==> config.mk <==
export PLATFORM = sky130hd
export DESIGN_NAME = tmc_thermal_monitor_control
export DESIGN_NICKNAME = d
export VERILOG_FILES = /design/src/tmc_pkg.sv /design/src/tmc_thermal_monitor_control.sv
export VERILOG_INCLUDE_DIRS = /design/src
export SDC_FILE = /design/constraint.sdc
export NUM_CORES = 1
export LEC_CHECK = 0
export BUFFER_PORTS_ARGS = -buffer_cell sky130_fd_sc_hd__buf_2
export CORE_ASPECT_RATIO = 1.1
export CORE_MARGIN = 5
export CORE_UTILIZATION = 45
export CTS_BUF_LIST = sky130_fd_sc_hd__clkbuf_4 sky130_fd_sc_hd__clkbuf_8
export DETAILED_ROUTE_END_ITERATION = 7
export GPL_TIMING_DRIVEN = 1
export PLACE_DENSITY_LB_ADDON = 0.2
export SYNTH_ARGS = -nofsm -noshare
export SYNTH_HDL_FRONTEND = slang
export SYNTH_SLANG_ARGS = --single-unit
==> constraint.sdc <==
create_clock -name ref_clk_i -period 4.4 [get_ports ref_clk_i]
set_input_delay 0.44 -clock ref_clk_i [delete_from_list [all_inputs] [get_ports ref_clk_i]]
set_output_delay 0.44 -clock ref_clk_i [all_outputs]
set_load 0.02 [all_outputs]
==> src/tmc_regs.svh <==
// Constants for the thermal monitor control block
`ifndef TMC_REGS_SVH
`define TMC_REGS_SVH
`define TMC_CLK_MHZ 25
`define TMC_DEBOUNCE_US 10
`define TMC_DEBOUNCE_CYC (`TMC_DEBOUNCE_US * `TMC_CLK_MHZ)
`define TMC_WINDOW_US 450
`define TMC_WINDOW_CYC (`TMC_WINDOW_US * `TMC_CLK_MHZ)
`define TMC_PERIOD_US 3000
`define TMC_PERIOD_CYC (`TMC_PERIOD_US * `TMC_CLK_MHZ)
`define TMC_NUM_THRESH 6
`define TMC_THRESH_HYS_C 5
`define TMC_SD_HYS_C 15
`define TMC_SD_TRIP_C 165
`endif

==> src/tmc_pkg.sv <==
// Types for the thermal monitor control block
package tmc_pkg;
  typedef enum logic [1:0] {
    TMC_OFF = 2'b00,
    TMC_SAMPLE_ON = 2'b01,
    TMC_SAMPLE_IDLE = 2'b11,
    TMC_ALWAYS_ON = 2'b10
  } tmc_mode_t;
endpackage

==> src/tmc_thermal_monitor_control.sv <==
// Thermal monitor control: sampling, debounce, flags and shutdown latch
// Operation
// - Debounce threshold and trip comparators 10 us both directions; release comparator not debounced
// - Sampling: 450 us window every 3.0 ms
// - Run with always-on set: continuous sensing
// - Run with always-on clear: sampling mode
// - Enable clear stops sensing and drops threshold senses; shutdown latch still acts on held trip and release
// - Standby: sampling only, while enabled
// - Accepted crossing sets threshold interrupt flag
// - Six thresholds, each flag, sense, mask
// - Sense released 5 C below threshold
// - Shutdown latched until 15 C hysteresis cleared
// - Shutdown trips at 165 C
`timescale 1ns/1ps
`include "tmc_regs.svh"
module tmc_thermal_monitor_control import tmc_pkg::*; #(
  parameter int NUM_THRESH = `TMC_NUM_THRESH,
  parameter int DEBOUNCE_CYC = `TMC_DEBOUNCE_CYC,
  parameter int WINDOW_CYC = `TMC_WINDOW_CYC,
  parameter int PERIOD_CYC = `TMC_PERIOD_CYC
) (
  input wire logic ref_clk_i,
  input wire logic sys_rst_i,
  input wire logic temp_monitor_enable_i,
  input wire logic monitor_always_on_i,
  input wire logic run_state_i,
  input wire logic standby_state_i,
  input wire logic [NUM_THRESH-1:0] thresh_comp_i,
  input wire logic shutdown_trip_level_i,
  input wire logic shutdown_release_i,
  input wire logic [NUM_THRESH-1:0] irq_flag_clear_i,
  input wire logic [NUM_THRESH-1:0] thermal_thresh_mask_i,
  output logic sensor_power_o,
  output logic [NUM_THRESH-1:0] thermal_thresh_irq_flag_o,
  output logic [NUM_THRESH-1:0] thermal_thresh_sense_o,
  output logic thermal_irq_o,
  output logic thermal_shutdown_o
);

  localparam int CW = $clog2(PERIOD_CYC + 1);
  localparam int DW = $clog2(DEBOUNCE_CYC + 1);
  localparam int NC = NUM_THRESH + 2;
  localparam int TRIP_BIT = NUM_THRESH;
  localparam int RELEASE_BIT = NUM_THRESH + 1;
  localparam logic [CW-1:0] PERIOD_LAST = CW'(PERIOD_CYC - 1);
  localparam logic [CW-1:0] WINDOW_END = CW'(WINDOW_CYC);
  localparam logic [DW-1:0] DEBOUNCE_LAST = DW'(DEBOUNCE_CYC - 1);

  // ----------------------------------------------------------------
  // State
  // ----------------------------------------------------------------
  typedef struct packed {
    logic [NC-1:0] sync1;
    logic [NC-1:0] sync2;
    tmc_mode_t mode;
    logic [CW-1:0] period_cnt;
    logic [NUM_THRESH:0][DW-1:0] db_cnt;
    logic [NUM_THRESH:0] stable;
    logic [NUM_THRESH-1:0] flag;
    logic shutdown;
    logic irq;
  } tmc_state_t;

  tmc_state_t st;
  tmc_state_t next_st;
  logic sensing;
  logic [NUM_THRESH:0] raw;
  logic [NUM_THRESH-1:0] crossed;

  // ----------------------------------------------------------------
  // Helpers
  // ----------------------------------------------------------------
  // Enabled and in Run or Standby
  function automatic logic monitor_allowed(
    input logic enable,
    input logic run,
    input logic standby
  );
    logic allowed;
    allowed = enable && (run || standby);
    return allowed;
  endfunction

  // Continuous sensing only in Run
  function automatic logic continuous_wanted(
    input logic run,
    input logic always_on
  );
    logic wanted;
    wanted = run && always_on;
    return wanted;
  endfunction

  // Sensing circuit powered in this mode
  function automatic logic is_sensing(
    input tmc_mode_t mode
  );
    logic result;
    unique case (mode)
      TMC_OFF: begin
        result = 1'b0;
      end
      TMC_SAMPLE_ON: begin
        result = 1'b1;
      end
      TMC_SAMPLE_IDLE: begin
        result = 1'b0;
      end
      TMC_ALWAYS_ON: begin
        result = 1'b1;
      end
    endcase
    return result;
  endfunction

  // Duty cycle counter, restarts on entry to sampling
  function automatic logic [CW-1:0] period_step(
    input tmc_mode_t mode,
    input logic [CW-1:0] cnt
  );
    logic [CW-1:0] step;
    if (mode == TMC_OFF || mode == TMC_ALWAYS_ON) begin
      step = '0;
    end else if (cnt == PERIOD_LAST) begin
      step = '0;
    end else begin
      step = cnt + 1'b1;
    end
    return step;
  endfunction

  // Powered part of the sampling period
  function automatic tmc_mode_t window_mode(
    input logic [CW-1:0] cnt
  );
    tmc_mode_t mode;
    if (cnt < WINDOW_END) begin
      mode = TMC_SAMPLE_ON;
    end else begin
      mode = TMC_SAMPLE_IDLE;
    end
    return mode;
  endfunction

  // Debounce counter, cleared on agreement or power loss
  function automatic logic [DW-1:0] debounce_count(
    input logic powered,
    input logic sample,
    input logic held,
    input logic [DW-1:0] cnt
  );
    logic [DW-1:0] count;
    if (!powered || sample == held) begin
      count = '0;
    end else if (cnt == DEBOUNCE_LAST) begin
      count = '0;
    end else begin
      count = cnt + 1'b1;
    end
    return count;
  endfunction

  // New level accepted after full debounce time
  function automatic logic debounce_accept(
    input logic powered,
    input logic sample,
    input logic held,
    input logic [DW-1:0] cnt
  );
    logic accept;
    accept = powered && (sample != held) && (cnt == DEBOUNCE_LAST);
    return accept;
  endfunction

  // Low to high change
  function automatic logic rising(
    input logic now_level,
    input logic old_level
  );
    logic edge_seen;
    edge_seen = now_level && !old_level;
    return edge_seen;
  endfunction

  // Sticky bit, set wins over clear
  function automatic logic sticky_flag(
    input logic set_req,
    input logic clr_req,
    input logic flag
  );
    logic result;
    if (set_req) begin
      result = 1'b1;
    end else if (clr_req) begin
      result = 1'b0;
    end else begin
      result = flag;
    end
    return result;
  endfunction

  // Any unmasked flag
  function automatic logic irq_request(
    input logic [NUM_THRESH-1:0] flags,
    input logic [NUM_THRESH-1:0] mask
  );
    logic request;
    request = |(flags & ~mask);
    return request;
  endfunction

  // Sense dropped while monitoring is off
  function automatic logic [NUM_THRESH-1:0] clear_when_off(
    input tmc_mode_t mode,
    input logic [NUM_THRESH-1:0] sense
  );
    logic [NUM_THRESH-1:0] kept;
    if (mode == TMC_OFF) begin
      kept = '0;
    end else begin
      kept = sense;
    end
    return kept;
  endfunction

  // Threshold part of the debounced levels
  function automatic logic [NUM_THRESH-1:0] sense_view(
    input logic [NUM_THRESH:0] held
  );
    logic [NUM_THRESH-1:0] view;
    view = held[NUM_THRESH-1:0];
    return view;
  endfunction

  // Comparator pins in synchroniser order
  function automatic logic [NC-1:0] pin_vector(
    input logic release_pin,
    input logic trip_pin,
    input logic [NUM_THRESH-1:0] comp_pins
  );
    logic [NC-1:0] pins;
    pins = {release_pin, trip_pin, comp_pins};
    return pins;
  endfunction

  // ----------------------------------------------------------------
  // Next state
  // ----------------------------------------------------------------
  always_comb begin
    next_st = st;
    raw = st.sync2[TRIP_BIT:0];
    crossed = '0;
    // Pins pass two flops before use
    next_st.sync1 = pin_vector(shutdown_release_i, shutdown_trip_level_i, thresh_comp_i);
    next_st.sync2 = st.sync1;
    // Mode selection
    if (!monitor_allowed(temp_monitor_enable_i, run_state_i, standby_state_i)) begin
      next_st.mode = TMC_OFF;
      next_st.period_cnt = '0;
    end else if (continuous_wanted(run_state_i, monitor_always_on_i)) begin
      next_st.mode = TMC_ALWAYS_ON;
      next_st.period_cnt = '0;
    end else begin
      next_st.period_cnt = period_step(st.mode, st.period_cnt);
      next_st.mode = window_mode(next_st.period_cnt);
    end
    // Debounce, only while sensing is powered
    for (int i = 0; i <= NUM_THRESH; i++) begin
      next_st.db_cnt[i] = debounce_count(sensing, raw[i], st.stable[i], st.db_cnt[i]);
      if (debounce_accept(sensing, raw[i], st.stable[i], st.db_cnt[i])) begin
        next_st.stable[i] = raw[i];
      end
    end
    // Monitor off drops every threshold sense
    next_st.stable[NUM_THRESH-1:0] = clear_when_off(st.mode, sense_view(next_st.stable));
    // Flags: rising crossing sets, write one clears, set wins
    for (int i = 0; i < NUM_THRESH; i++) begin
      crossed[i] = rising(next_st.stable[i], st.stable[i]);
      next_st.flag[i] = sticky_flag(crossed[i], irq_flag_clear_i[i], st.flag[i]);
    end
    // Shutdown latch held until cooled past hysteresis comparator
    next_st.shutdown = sticky_flag(st.stable[TRIP_BIT], st.sync2[RELEASE_BIT], st.shutdown);
    next_st.irq = irq_request(next_st.flag, thermal_thresh_mask_i);
  end

  assign sensing = is_sensing(st.mode);

  // ----------------------------------------------------------------
  // Registers
  // ----------------------------------------------------------------
  always_ff @(posedge ref_clk_i) begin
    if (sys_rst_i) begin
      st <= '0;
    end else begin
      st <= next_st;
    end
  end

  // ----------------------------------------------------------------
  // Outputs
  // ----------------------------------------------------------------
  // Sense holds via comparator hysteresis (5 C falling)
  assign sensor_power_o = sensing;
  assign thermal_thresh_irq_flag_o = st.flag;
  assign thermal_thresh_sense_o = sense_view(st.stable);
  assign thermal_irq_o = st.irq;
  assign thermal_shutdown_o = st.shutdown;

endmodule // tmc_thermal_monitor_control

* After elaboration in Yosys (flattened, before gate mapping) *
Cells that the tools add are included.

word-level totals
  RAM bits = 0
  memory bits (read-only) = 0
  memories = 0
  latch bits = 0
  bits in registers = 106
  word-level logic and storage cells = 134

cells by class
  multiplexer cells = 28
  order comparisons = 1
  shift operators = 0
  multiply operators = 0
  reductions and logical operators = 52
  add/subtract/negate cells = 8
  div/mod/pow operators = 0
  bitwise operators = 3
  eq/ne operators = 25

operator list
  operator                                               number
  two-way mux 17 bit                                     4
  adder 8 x 1 -> 8 bit (second input constant)           7
  == test 8 bit (second input constant)                  7
  OR reduction 3 bit                                     8
  logical AND 1 bit                                      22
  two-way mux 1 bit                                      20
  two-way mux 19 bit                                     1
  adder 17 x 1 -> 17 bit (second input constant)         1
  == test 17 bit (second input constant)                 1
  < comparator 17 x 14 -> 1 bit (second input constant)  1
  logical OR 1 bit                                       9
  == test 1 bit                                          7
  zero test 1 bit                                        7
  inequality test 1 bit                                  7
  bitwise AND 6 bit                                      1
  two-way mux 6 bit                                      1
  inverter 6 bit                                         1
  OR reduction 2 bit                                     3
  OR reduction 6 bit                                     1
  == test 2 bit (second input constant)                  2
  == test 2 x 1 -> 1 bit (second input constant)         1
  zero test 2 bit                                        1
  two-way mux 2 bit                                      1
  one-hot mux 1 bit (2 select lines)                     1
  2 further kinds                                        2

* Logic depth before layout (Yosys ltp) *
Gate-level depths: netlist of run 1.

  depth in word-level cells = 11
  depth in mapped cells = 8

* Worst setup path before layout of run 1 *
Ideal clock, no wire load.

  kind = reg-to-reg
  start = register st[71] (netlist bit)
  end = register st[89] (netlist bit)
  path slack = 2.548 ns
  period minus slack after synthesis = 1.852 ns
  path buffers = 0
  library setup time = 0.120 ns
  arrival time = 1.732 ns
  stages on the path, launching flop included = 8
  data required time = 4.280 ns
  cell sequence = dfxtp_1 > ha_1 > nand3_1 > or2_2 > a221oi_1 > o22ai_1 > o211ai_1 > nand2_1

on the way
  longest elaborated chain between the ends = 8
  elaborated cells on any way between the ends = 9
  those cells by class = add/sub (1); order compare (1); eq/ne (1); mux (6)

RTL lines
  element                                                          line                                                                    text
  from (decl)                                                      tmc_thermal_monitor_control.sv:64                                       tmc_state_t st;
  from (signal assigned)                                           tmc_thermal_monitor_control.sv:295                                      st <= next_st;
  adder 17 x 1 -> 17 bit / == test 17 bit (equally long branches)  tmc_thermal_monitor_control.sv:127, tmc_thermal_monitor_control.sv:124
  two-way mux 17 bit (*)                                           tmc_thermal_monitor_control.sv:124                                      end else if (cnt == PERIOD_LAST) begin
  two-way mux 17 bit (*)                                           tmc_thermal_monitor_control.sv:122                                      if (mode == TMC_OFF || mode == TMC_ALWAYS_ON) begin
  two-way mux 17 bit (*)                                           tmc_thermal_monitor_control.sv:260                                      end else if (continuous_wanted(run_state_i, monitor_always_on_i)) begin
  two-way mux 17 bit (*)                                           tmc_thermal_monitor_control.sv:257                                      if (!monitor_allowed(temp_monitor_enable_i, run_state_i, standby_state_i)) begin
  < comparator 17 x 14 -> 1 bit (*)                                tmc_thermal_monitor_control.sv:137                                      if (cnt < WINDOW_END) begin
  two-way mux 2 bit (*)                                            tmc_thermal_monitor_control.sv:137
  two-way mux 19 bit (*)                                           tmc_thermal_monitor_control.sv:260

Mark *: on every way between the ends. The rest lies on a longest branch, timed or not. The select of a mux whose other input is x is not followed.
A chain may end at the register's enable or synchronous reset.

* Final worst setup path of run 1 *
  start = register st[89] (netlist bit)
  end = register st (netlist bit thermal_irq_o)

on the way
  longest elaborated chain between the ends = 11
  elaborated cells on any way between the ends = 40
  those cells by class = eq/ne (3); mux (14); bitwise (1); reduce/logical (22)

RTL lines
  element                                line                                text
  == test 2 bit (tied with other cells)  tmc_thermal_monitor_control.sv:99   unique case (mode)
  OR reduction 2 bit (no source line)    --
  one-hot mux 1 bit (2 select lines)     tmc_thermal_monitor_control.sv:99
  logical AND 1 bit (2 in series)        tmc_thermal_monitor_control.sv:171  accept = powered && (sample != held) && (cnt == DEBOUNCE_LAST);
  two-way mux 1 bit                      tmc_thermal_monitor_control.sv:270  if (debounce_accept(sensing, raw[i], st.stable[i], st.db_cnt[i])) begin
  two-way mux 6 bit (*)                  tmc_thermal_monitor_control.sv:218  if (mode == TMC_OFF) begin
  logical AND 1 bit                      tmc_thermal_monitor_control.sv:181  edge_seen = now_level && !old_level;
  two-way mux 1 bit                      tmc_thermal_monitor_control.sv:192  if (set_req) begin
  bitwise AND 6 bit (*)                  tmc_thermal_monitor_control.sv:208  request = |(flags & ~mask);
  OR reduction 6 bit (*)                 tmc_thermal_monitor_control.sv:208

Mark *: on every way between the ends. The rest lies on a longest branch, timed or not.

==> results.md, run 1 <==
- Worst EP required: 4720 ps
- Root Driver: clkbuf_8
- Num Clock Sinks: 106
- Synth top area share: 0.455
- Core ar.: 10,200 um^2
- Status: finished, final reports clean
- Post-synth cell types: 43
- Vias after detailed routing: 3,329
- CTS Buf Count: 9
- Yosys warning count: 0
- Number of nets with antenna violations after routing: 0
- 1st-pass router iterations: 4
- Worst-skew pair later-pin latency: 380 ps
- Final wirelength: 8.35 mm
- Cell area power density: 314 nW/um^2
- Final instance count without filler cells: 673
- Mapped Area: 4660 um^2
- Setup Skew: 12.8 ps
- Synth area leader: dfxtp_1
- CTS Buffer Depth: 2
- Min cycle time layout: 2130 ps
- Kind of launch point of the worst setup path: flip-flop
- HPWL after detailed placement: 6.06 mm
- IO buf count: 40
- Chip width: 107 um
- Post-CTS Hold Buffers: 0
- Initial Util: 0.455
- Async set-or-reset flop fraction in the synthesized netlist: 0
- Most common flop cell mapped by yosys: dfxtp_1
- Normalized max-slew margin: 0.557
- Slew Limit Fails: 0
- Overall global routing resource usage: 0.146
- Largest net degree at the start of global routing: 29
- Via-to-Cell Ratio: 4.95
- # Post-CTS Setup Buffers: 0
- Hold path startpoint: shutdown_trip_level_i
- Static Leakage: 1.87 nW
- CP max FO: 11
- Crit-path max cell delay: 530 ps
- Ports: 41
- Instance count of the mapped netlist: 517
- Net Count, Synth: 561
- Die Height: 117 um
- DR DRC count: 0
- Sequential element share of the synthesized area: 0.455
- Max-cap viol count: 0
- Setup Viol. Count Final: 0
- Crit Reg-Reg Startpoint: st[89]
- Hold Path Class: in2reg
- Crit path kind: reg2reg
- Share of cells above drive strength 1: 0.120
- Vias in the first global route: 3,272
- Top cells by area, synth: dfxtp_1, nor2_1, xor2_1
- Initial antenna violation count: 0
- WP data arrival: 2460 ps
- First-pass GRT wire length: 14.6 mm
- Average cell area after synthesis: 9.01 um^2
- TritonCTS clock tree: yes
- Worst vdd ir: 0.140 mV
- Setup TNS Final: 0 ps
- Grt total ovfl: 0
- Pre-CTS WS: 2210 ps
- Post-synth EDFFs: 0
- Worst path cell trace: inv_1, ha_1, nor2b_1, a32oi_1, o22ai_1, nor3_1, nor2_1
- CP endpoint kind: flip-flop
- Num rows: 39
- Wire per inst: 12.4 um
- H-tree levels: 3
- CP max stage cell: nor2b_1
- Placed insts: 657
- Full die area: 12,500 um^2
- RePlAce Congestion: 0.849
- # diodes: 0
- Final nets: 589
- Area growth syn-to-layout: 7.71%
- Fill cells: 1,013
- Setup WS post-layout: 2270 ps
- Clock transition at the registers of the reported paths: 100 ps
- Crit path from: st[89]
- Worst slew pin tran: 658 ps
- RSZ-0062 raised after global routing: false
- Max Fclk: 469 MHz
- Final Hold Viols: 0
- PostCTS Resize Cnt: 0
- FF+latch count, synth: 106
- Period Utilization, post-route: 0.485
- Initial DRC count: 125
-- power breakdown --
group | switching, mW | leakage [nW] | internal [mW] | total [mW]
clock network | 0.329 | 0.0936 | 0.235 | 0.564
logic | 0.0229 | 0.923 | 0.0180 | 0.0408
registers | 0.00434 | 0.857 | 0.967 | 0.971
-- worst max-delay path, delay by kind of cell, from the launching register on --
kind / cells / cell delay (ps)
buf+inv: 1 / 50
compound gates: 2 / 500
simple gates: 3 / 680
fa+ha+maj: 1 / 510
flops: 1 / 340
-- cells in the mapped netlist, types with 3 or more instances --
cell type / n
clkbuf_1: 5
ha_1: 18
and4_1: 3
a31oi_1: 3
a32oi_1: 6
buf_4: 13
xor2_1: 34
nor3_1: 10
nand3_1: 27
nor2b_1: 26
mux2i_1: 6
xnor2_1: 30
nor2_1: 101
or2_2: 3
dfxtp_1: 106
a21oi_1: 9
and3_1: 4
o22ai_1: 5
nor4_1: 5
nand4_1: 10
nand2_1: 37
inv_1: 19
nand3b_1: 9
-- metal layers --
| metal | routed length, um | track usage | up-vias |
|---|---|---|---|
| met4 | 121 | 0.0529 | 0 |
| met2 | 3760 | 0.234 | 52 |
| met5 | 0 | 0 | - |
| met3 | 422 | 0.0464 | 9 |
| met1 | 4050 | 0.184 | 1509 |
| li1 | - | - | 1759 |
-- logic make-up (layout without fill, tap and decap cells) --
kind of cell,Yosys count,in the layout,synth area share
AO/OA/AOI/OAI,31,31,0.0454
XOR/XNOR,64,64,0.120
adder cells (fa/ha/maj),18,18,0.0483
buffers and inverters,42,75,0.0526
flip-flops,106,106,0.455
multiplexers,6,6,0.0129
AND/OR/NAND/NOR,250,250,0.265
-- sequential cells by signal, summed over array words and instances (netlist names) --
signal,count
next_st,8
raw,7
st,77
thermal_irq_o,1
thermal_shutdown_o,1
thermal_thresh_irq_flag_o,6
thermal_thresh_sense_o,6
-- cells in the final DEF (no fill, tap or decap), types with 18 or more instances in the layout --
master	netlist	final
xnor2_1	30	30
nor2b_1	26	26
dfxtp_1	106	106
buf_2	2	40
inv_1	19	19
nor2_1	101	101
nand3_1	27	27
xor2_1	34	34
nand2_1	37	37
ha_1	18	18
-- worst paths after layout --
check	end	slack, ps	depth (start not counted)
worst max-delay path	thermal_irq_o	2270	7
worst min-delay path	next_st[96]	280	2
worst max register to register	thermal_irq_o	2270	7
worst min register to register	st[97]	440	1
-- area by class of cell --
type | instances | area (um^2) | share of cell area
Clock buffer | 12 | 153 | 0.0304
Inverter | 19 | 71.3 | 0.0142
Sequential cell | 106 | 2120 | 0.423
Multi-Input combinational cell | 369 | 2290 | 0.457
Timing Repair Buffer | 40 | 200 | 0.0399
Tap cell | 123 | 154 | 0.0307
Clock inverter | 4 | 26.3 | 0.00524
-- per-stage QoR --
step / utilization / total power [mW] / hold slack (ps) / area, um^2
floorplan: - / 1.02 / 414 / 4660
global placement: 0.472 / 1.03 / 424 / 4840
detailed placement: 0.472 / 1.04 / 427 / 4840
CTS: 0.490 / 1.60 / 249 / 5020
global route: 0.490 / 1.65 / 264 / 5020
finish: 0.490 / 1.58 / 276 / 5020
No activity file was read; power rests on OpenSTA's default activity.
==> inputs of run 2 (changes only) <==
Clock period 4.4 ns to 2 ns, I/O delays scaled along.
==> run 2 against run 1 <==
Sequential power up 120%. Clock-buffer cell count down 2. First-iteration DRC count down 22%.
==> results.md, run 2 (synthesis results as in run 1) <==
- Status: finished, final reports clean (unchanged)
- Worst vdd ir: 0.417 mV (was 0.140 mV)
- Setup Skew: 16.6 ps (was 12.8 ps)
- Wire per inst: 12.6 um (was 12.4 um)
- CP endpoint kind: flip-flop (unchanged)
- # Post-CTS Setup Buffers: 0 (unchanged)
- WP data arrival: 2130 ps (was 2460 ps)
- RSZ-0062 raised after global routing: false (unchanged)
- Grt total ovfl: 0 (unchanged)
- Via-to-Cell Ratio: 5.04 (was 4.95)
- # diodes: 0 (unchanged)
- Slew Limit Fails: 0 (unchanged)
- Reg with most FFs: st (unchanged)
- Pre-CTS WS: 165 ps (was 2210 ps)
- Period Utilization, post-route: 0.915 (was 0.485)
- CP max FO: 4 (was 11)
- Initial antenna violation count: 0 (unchanged)
- Commonest non-fill, non-tap cell in the layout: dfxtp_1 (unchanged)
- IO buf count: 40 (unchanged)
- Clock transition at the registers of the reported paths: 100 ps (about the same)
- CTS Buffer Depth: 2 (unchanged)
- Max Fclk: 546 MHz (was 469 MHz)
- H-tree levels: 3 (unchanged)
- FF+latch area: 2130 um^2 (was 2120 um^2)
- Number of nets with antenna violations after routing: 0 (unchanged)
- Final wirelength: 8.61 mm (was 8.35 mm)
- Share of cells above drive strength 1: 0.145 (was 0.120)
- 1st-pass router iterations: 4 (unchanged)
- Min cycle time layout: 1830 ps (was 2130 ps)
- Final worst hold slack: 53.0 ps (was 276 ps)
- Finished Cell Area: 5110 um^2 (was 5020 um^2)
- Setup TNS Final: 0 ps (unchanged)
- Multi-input gate area: 2300 um^2 (was 2290 um^2)
- Ports: 41 (unchanged)
- Num Clock Sinks: 106 (unchanged)
- RePlAce Congestion: 0.832 (was 0.849)
- DR DRC count: 0 (unchanged)
- HPWL after detailed placement: 6.47 mm (was 6.06 mm)
- Largest net degree at the start of global routing: 28 (was 29)
- TritonCTS clock tree: yes (unchanged)
- CTS Buf Count: 9 (unchanged)
- Kind of launch point of the worst setup path: flip-flop (unchanged)
- Placed Area: 4910 um^2 (was 4840 um^2)
- Initial Util: 0.455 (unchanged)
- Final nets: 599 (was 589)
- First-pass GRT wire length: 15.1 mm (was 14.6 mm)
- Hold path depth: 2 (unchanged)
- Crit path kind: reg2reg (unchanged)
- Die Height: 117 um (unchanged)
- Core ar.: 10,200 um^2 (unchanged)
- Root Driver: clkbuf_8 (unchanged)
- Max-cap viol count: 0 (unchanged)
- Max FFs per register: 77 (unchanged)
- Area growth syn-to-layout: 9.72% (was 7.71%)
- Cell area power density: 679 nW/um^2 (was 314 nW/um^2)
- Worst EP required: 2300 ps (was 4720 ps)
- Reg2reg path depth: 7 (unchanged)
- Static Leakage: 1.93 nW (was 1.87 nW)
- Total Power: 3.47 mW (was 1.58 mW)
- Vias in the first global route: 3,419 (was 3,272)
- Num rows: 39 (unchanged)
- Post-CTS Hold Buffers: 0 (unchanged)
- Worst slew pin tran: 544 ps (was 658 ps)
- Fill cells: 972 (was 1,013)
- Chip width: 107 um (unchanged)
- Vias after detailed routing: 3,445 (was 3,329)
- Initial DRC count: 98 (was 125)
- Overall global routing resource usage: 0.148 (was 0.146)
- Final instance count without filler cells: 683 (was 673)
- Layout Utilization: 0.499 (was 0.490)
- Setup WS post-layout: 170 ps (was 2270 ps)
- Leading cell types in the layout, fill and taps excluded: dfxtp_1, nor2_1, buf_2 (unchanged)
- Full die area: 12,500 um^2 (unchanged)
- Hold Path Class: in2reg (unchanged)
- PostCTS Resize Cnt: 0 (unchanged)
- Setup Viol. Count Final: 0 (unchanged)
- Normalized max-slew margin: 0.634 (was 0.557)
- Worst-skew pair later-pin latency: 350 ps (was 380 ps)
- Placed insts: 667 (was 657)
- Final Hold Viols: 0 (unchanged)
[run 2: worst paths after layout]
path                                             from     endpoint  slack (ps)
worst min-delay path            shutdown_trip_level_i  next_st[96]          50
worst min register to register            next_st[91]       raw[1]         450
worst max-delay path                           st[71]       st[89]         170
worst max register to register                 st[71]       st[89]         170
[run 2: critical path: stages, from the launching register on]
cell and delay [ps]:
dfxtp_1 330, ha_1 240, or3b_2 490, o32a_1 190
o22ai_1 150, o2111a_1 200, o211ai_1 80, nand2_1 90
[run 2: cell type report]
| cell class | count | share of cell area |
|---|---|---|
| Timing Repair Buffer | 50 | 0.0538 |
| Clock buffer | 10 | 0.0269 |
| Sequential cell | 106 | 0.416 |
| Clock inverter | 6 | 0.00930 |
| Multi-Input combinational cell | 369 | 0.450 |
| Inverter | 19 | 0.0140 |
| Tap cell | 123 | 0.0301 |
[run 2: metal layers]
layer	wire length, um	track usage	part of all wire	up-vias
met1	4030	0.182	0.47	1585
met5	0	0	0	-
met4	204	0.0631	0.024	0
met2	4010	0.252	0.47	60
li1	-	-	-	1785
met3	359	0.0287	0.042	15
[run 2: report_power, final]
| part | switching (mW) | internal [mW] | total, mW |
|---|---|---|---|
| Sequential | 0.00926 | 2.13 | 2.14 |
| Combinational | 0.0535 | 0.0442 | 0.0977 |
| Clock | 0.731 | 0.504 | 1.24 |
| Total | 0.794 | 2.68 | 3.47 |
==> inputs of run 3 (changes only) <==
Settings changed: CELL_PAD_IN_SITES_DETAIL_PLACEMENT set to 0, CELL_PAD_IN_SITES_GLOBAL_PLACEMENT set to 1, GPL_TIMING_DRIVEN 1 to not set.
==> run 3 against run 2 <==
Combinational power increased by 2%. Sequential share of layout area shrank 0.090 points. Clock skew shrank 6.9 ps. Clock-buffer cell count is 1 lower. Non-clock buffer count is 2 higher. Maximum frequency down 2.2%. Critical endpoint unchanged.
==> results.md, run 3 (synthesis results as in run 1) <==
- Status: finished, final reports clean (unchanged)
- # diodes: 0 (unchanged)
- HPWL after detailed placement: 6.66 mm (was 6.47 mm)
- Normalized max-slew margin: 0.659 (was 0.634)
- WP data arrival: 2150 ps (was 2130 ps)
- RePlAce Congestion: 0.849 (was 0.832)
- FF+latch area: 2120 um^2 (was 2130 um^2)
- Fill cells: 977 (was 972)
- Num Clock Sinks: 106 (unchanged)
- Vias after detailed routing: 3,427 (was 3,445)
- Worst vdd ir: 0.292 mV (was 0.417 mV)
- Hold Path Class: in2reg (unchanged)
- Min cycle time layout: 1870 ps (was 1830 ps)
- Full die area: 12,500 um^2 (unchanged)
- Setup Skew: 9.71 ps (was 16.6 ps)
- Static Leakage: 1.94 nW (was 1.93 nW)
- Number of nets with antenna violations after routing: 0 (unchanged)
- Placed insts: 669 (was 667)
- Met1 WL: 4.19 mm (was 4.03 mm)
- Wire per inst: 13.0 um (was 12.6 um)
- CP max FO: 6 (was 4)
- Area growth syn-to-layout: 9.83% (was 9.72%)
- Setup WS post-layout: 128 ps (was 170 ps)
- Met2 wire len: 4.23 mm (was 4.01 mm)
- Worst EP required: 2270 ps (was 2300 ps)
- Post-CTS Hold Buffers: 0 (unchanged)
- Finished Cell Area: 5120 um^2 (was 5110 um^2)
- CP max stage cell: dfxtp_1 (was or3b_2)
- Chip width: 107 um (unchanged)
- Initial DRC count: 99 (was 98)
- Period Utilization, post-route: 0.936 (was 0.915)
- CP endpoint kind: flip-flop (unchanged)
- Overall global routing resource usage: 0.152 (was 0.148)
- Core ar.: 10,200 um^2 (unchanged)
- Final wirelength: 8.88 mm (was 8.61 mm)
- Layout Utilization: 0.499 (about the same)
- Max FFs per register: 77 (unchanged)
- Pre-CTS WS: 151 ps (was 165 ps)
- First-pass GRT wire length: 15.0 mm (was 15.1 mm)
- Setup TNS Final: 0 ps (unchanged)
- Clock transition at the registers of the reported paths: 110 ps (was 100 ps)
- RSZ-0062 raised after global routing: false (unchanged)
- CTS Buf Count: 9 (unchanged)
- Worst path cell trace: ha_1, nand3_1, or2_2, a221oi_1, o22ai_1, o211ai_1, nand2_1 (was ha_1, or3b_2, o32a_1, o22ai_1, o2111a_1, o211ai_1, nand2_1)
- Kind of launch point of the worst setup path: flip-flop (unchanged)
- Final nets: 601 (was 599)
- Vias in the first global route: 3,240 (was 3,419)
- Max-cap viol count: 0 (unchanged)
- # Post-CTS Setup Buffers: 0 (unchanged)
- Final Hold Viols: 0 (unchanged)
- Num rows: 39 (unchanged)
- Die Height: 117 um (unchanged)
- Via-to-Cell Ratio: 5.00 (was 5.04)
- Commonest non-fill, non-tap cell in the layout: dfxtp_1 (unchanged)
- Worst-skew pair later-pin latency: 370 ps (was 350 ps)
- Initial Util: 0.455 (unchanged)
- Top routing layer used: met4 (unchanged)
- Leading cell types in the layout, fill and taps excluded: dfxtp_1, nor2_1, buf_2 (unchanged)
- Slew Limit Fails: 0 (unchanged)
- 1st-pass router iterations: 6 (was 4)
- Max Fclk: 534 MHz (was 546 MHz)
- Setup Viol. Count Final: 0 (unchanged)
- DR DRC count: 0 (unchanged)
- Multi-input gate area: 2290 um^2 (was 2300 um^2)
- Reg with most FFs: st (unchanged)
- Final worst hold slack: 35.8 ps (was 53.0 ps)
- IO buf count: 40 (unchanged)
- CTS Buffer Depth: 2 (unchanged)
- Final instance count without filler cells: 685 (was 683)
- Root Driver: clkbuf_8 (unchanged)
- Initial antenna violation count: 0 (unchanged)
- Crit path kind: reg2reg (unchanged)
- Share of cells above drive strength 1: 0.142 (was 0.145)
- Crit-path max cell delay: 350 ps (was 490 ps)
- Largest net degree at the start of global routing: 28 (unchanged)
- Worst slew pin tran: 507 ps (was 544 ps)
- Placed Area: 4930 um^2 (was 4910 um^2)
- H-tree levels: 3 (unchanged)
- Ports: 41 (unchanged)
- Grt total ovfl: 0 (unchanged)
- WL met3: 305 um (was 359 um)
- Cell area power density: 683 nW/um^2 (was 679 nW/um^2)
- PostCTS Resize Cnt: 0 (unchanged)
- TritonCTS clock tree: yes (unchanged)
- Total Power: 3.49 mW (was 3.47 mW)
## run 3: worst paths after layout
path / from / end / slack, ps / cells after the start
max: st[72] / st[89] / 130 / 7
min: shutdown_trip_level_i / next_st[96] / 40 / 2
max reg2reg: st[72] / st[89] / 130 / 7
min reg2reg: next_st[91] / raw[1] / 450 / 1
## run 3: layout make-up
| cell class | count | area share |
|---|---|---|
| clock buffer | 9 | 0.0242 |
| clock inverter | 7 | 0.0117 |
| inverter | 19 | 0.0139 |
| multi-input combinational | 369 | 0.448 |
| sequential | 106 | 0.415 |
| tap | 123 | 0.0301 |
| timing repair buffer | 52 | 0.0567 |
## run 3: worst max-delay path, delay by kind of cell (launching register included)
| family | cells | cell delay [ps] |
|---|---|---|
| AO/OA/AOI/OAI | 3 | 580 |
| adder cells (fa/ha/maj) | 1 | 220 |
| flip-flops | 1 | 350 |
| AND/OR/NAND/NOR | 3 | 630 |
## run 3: routing by layer
layer  global-route usage  vias up
met5                    0        -
met2                0.253       44
met1                0.189     1579
met4               0.0733        0
li1                     -     1792
met3               0.0310       12
## run 3: report_power, final
group          leakage [nW]  switching (mW)  internal (mW)
sequential            0.858         0.00930           2.13
combinational         0.987          0.0543         0.0451
clock                0.0916           0.779          0.478
total                  1.94           0.843           2.65
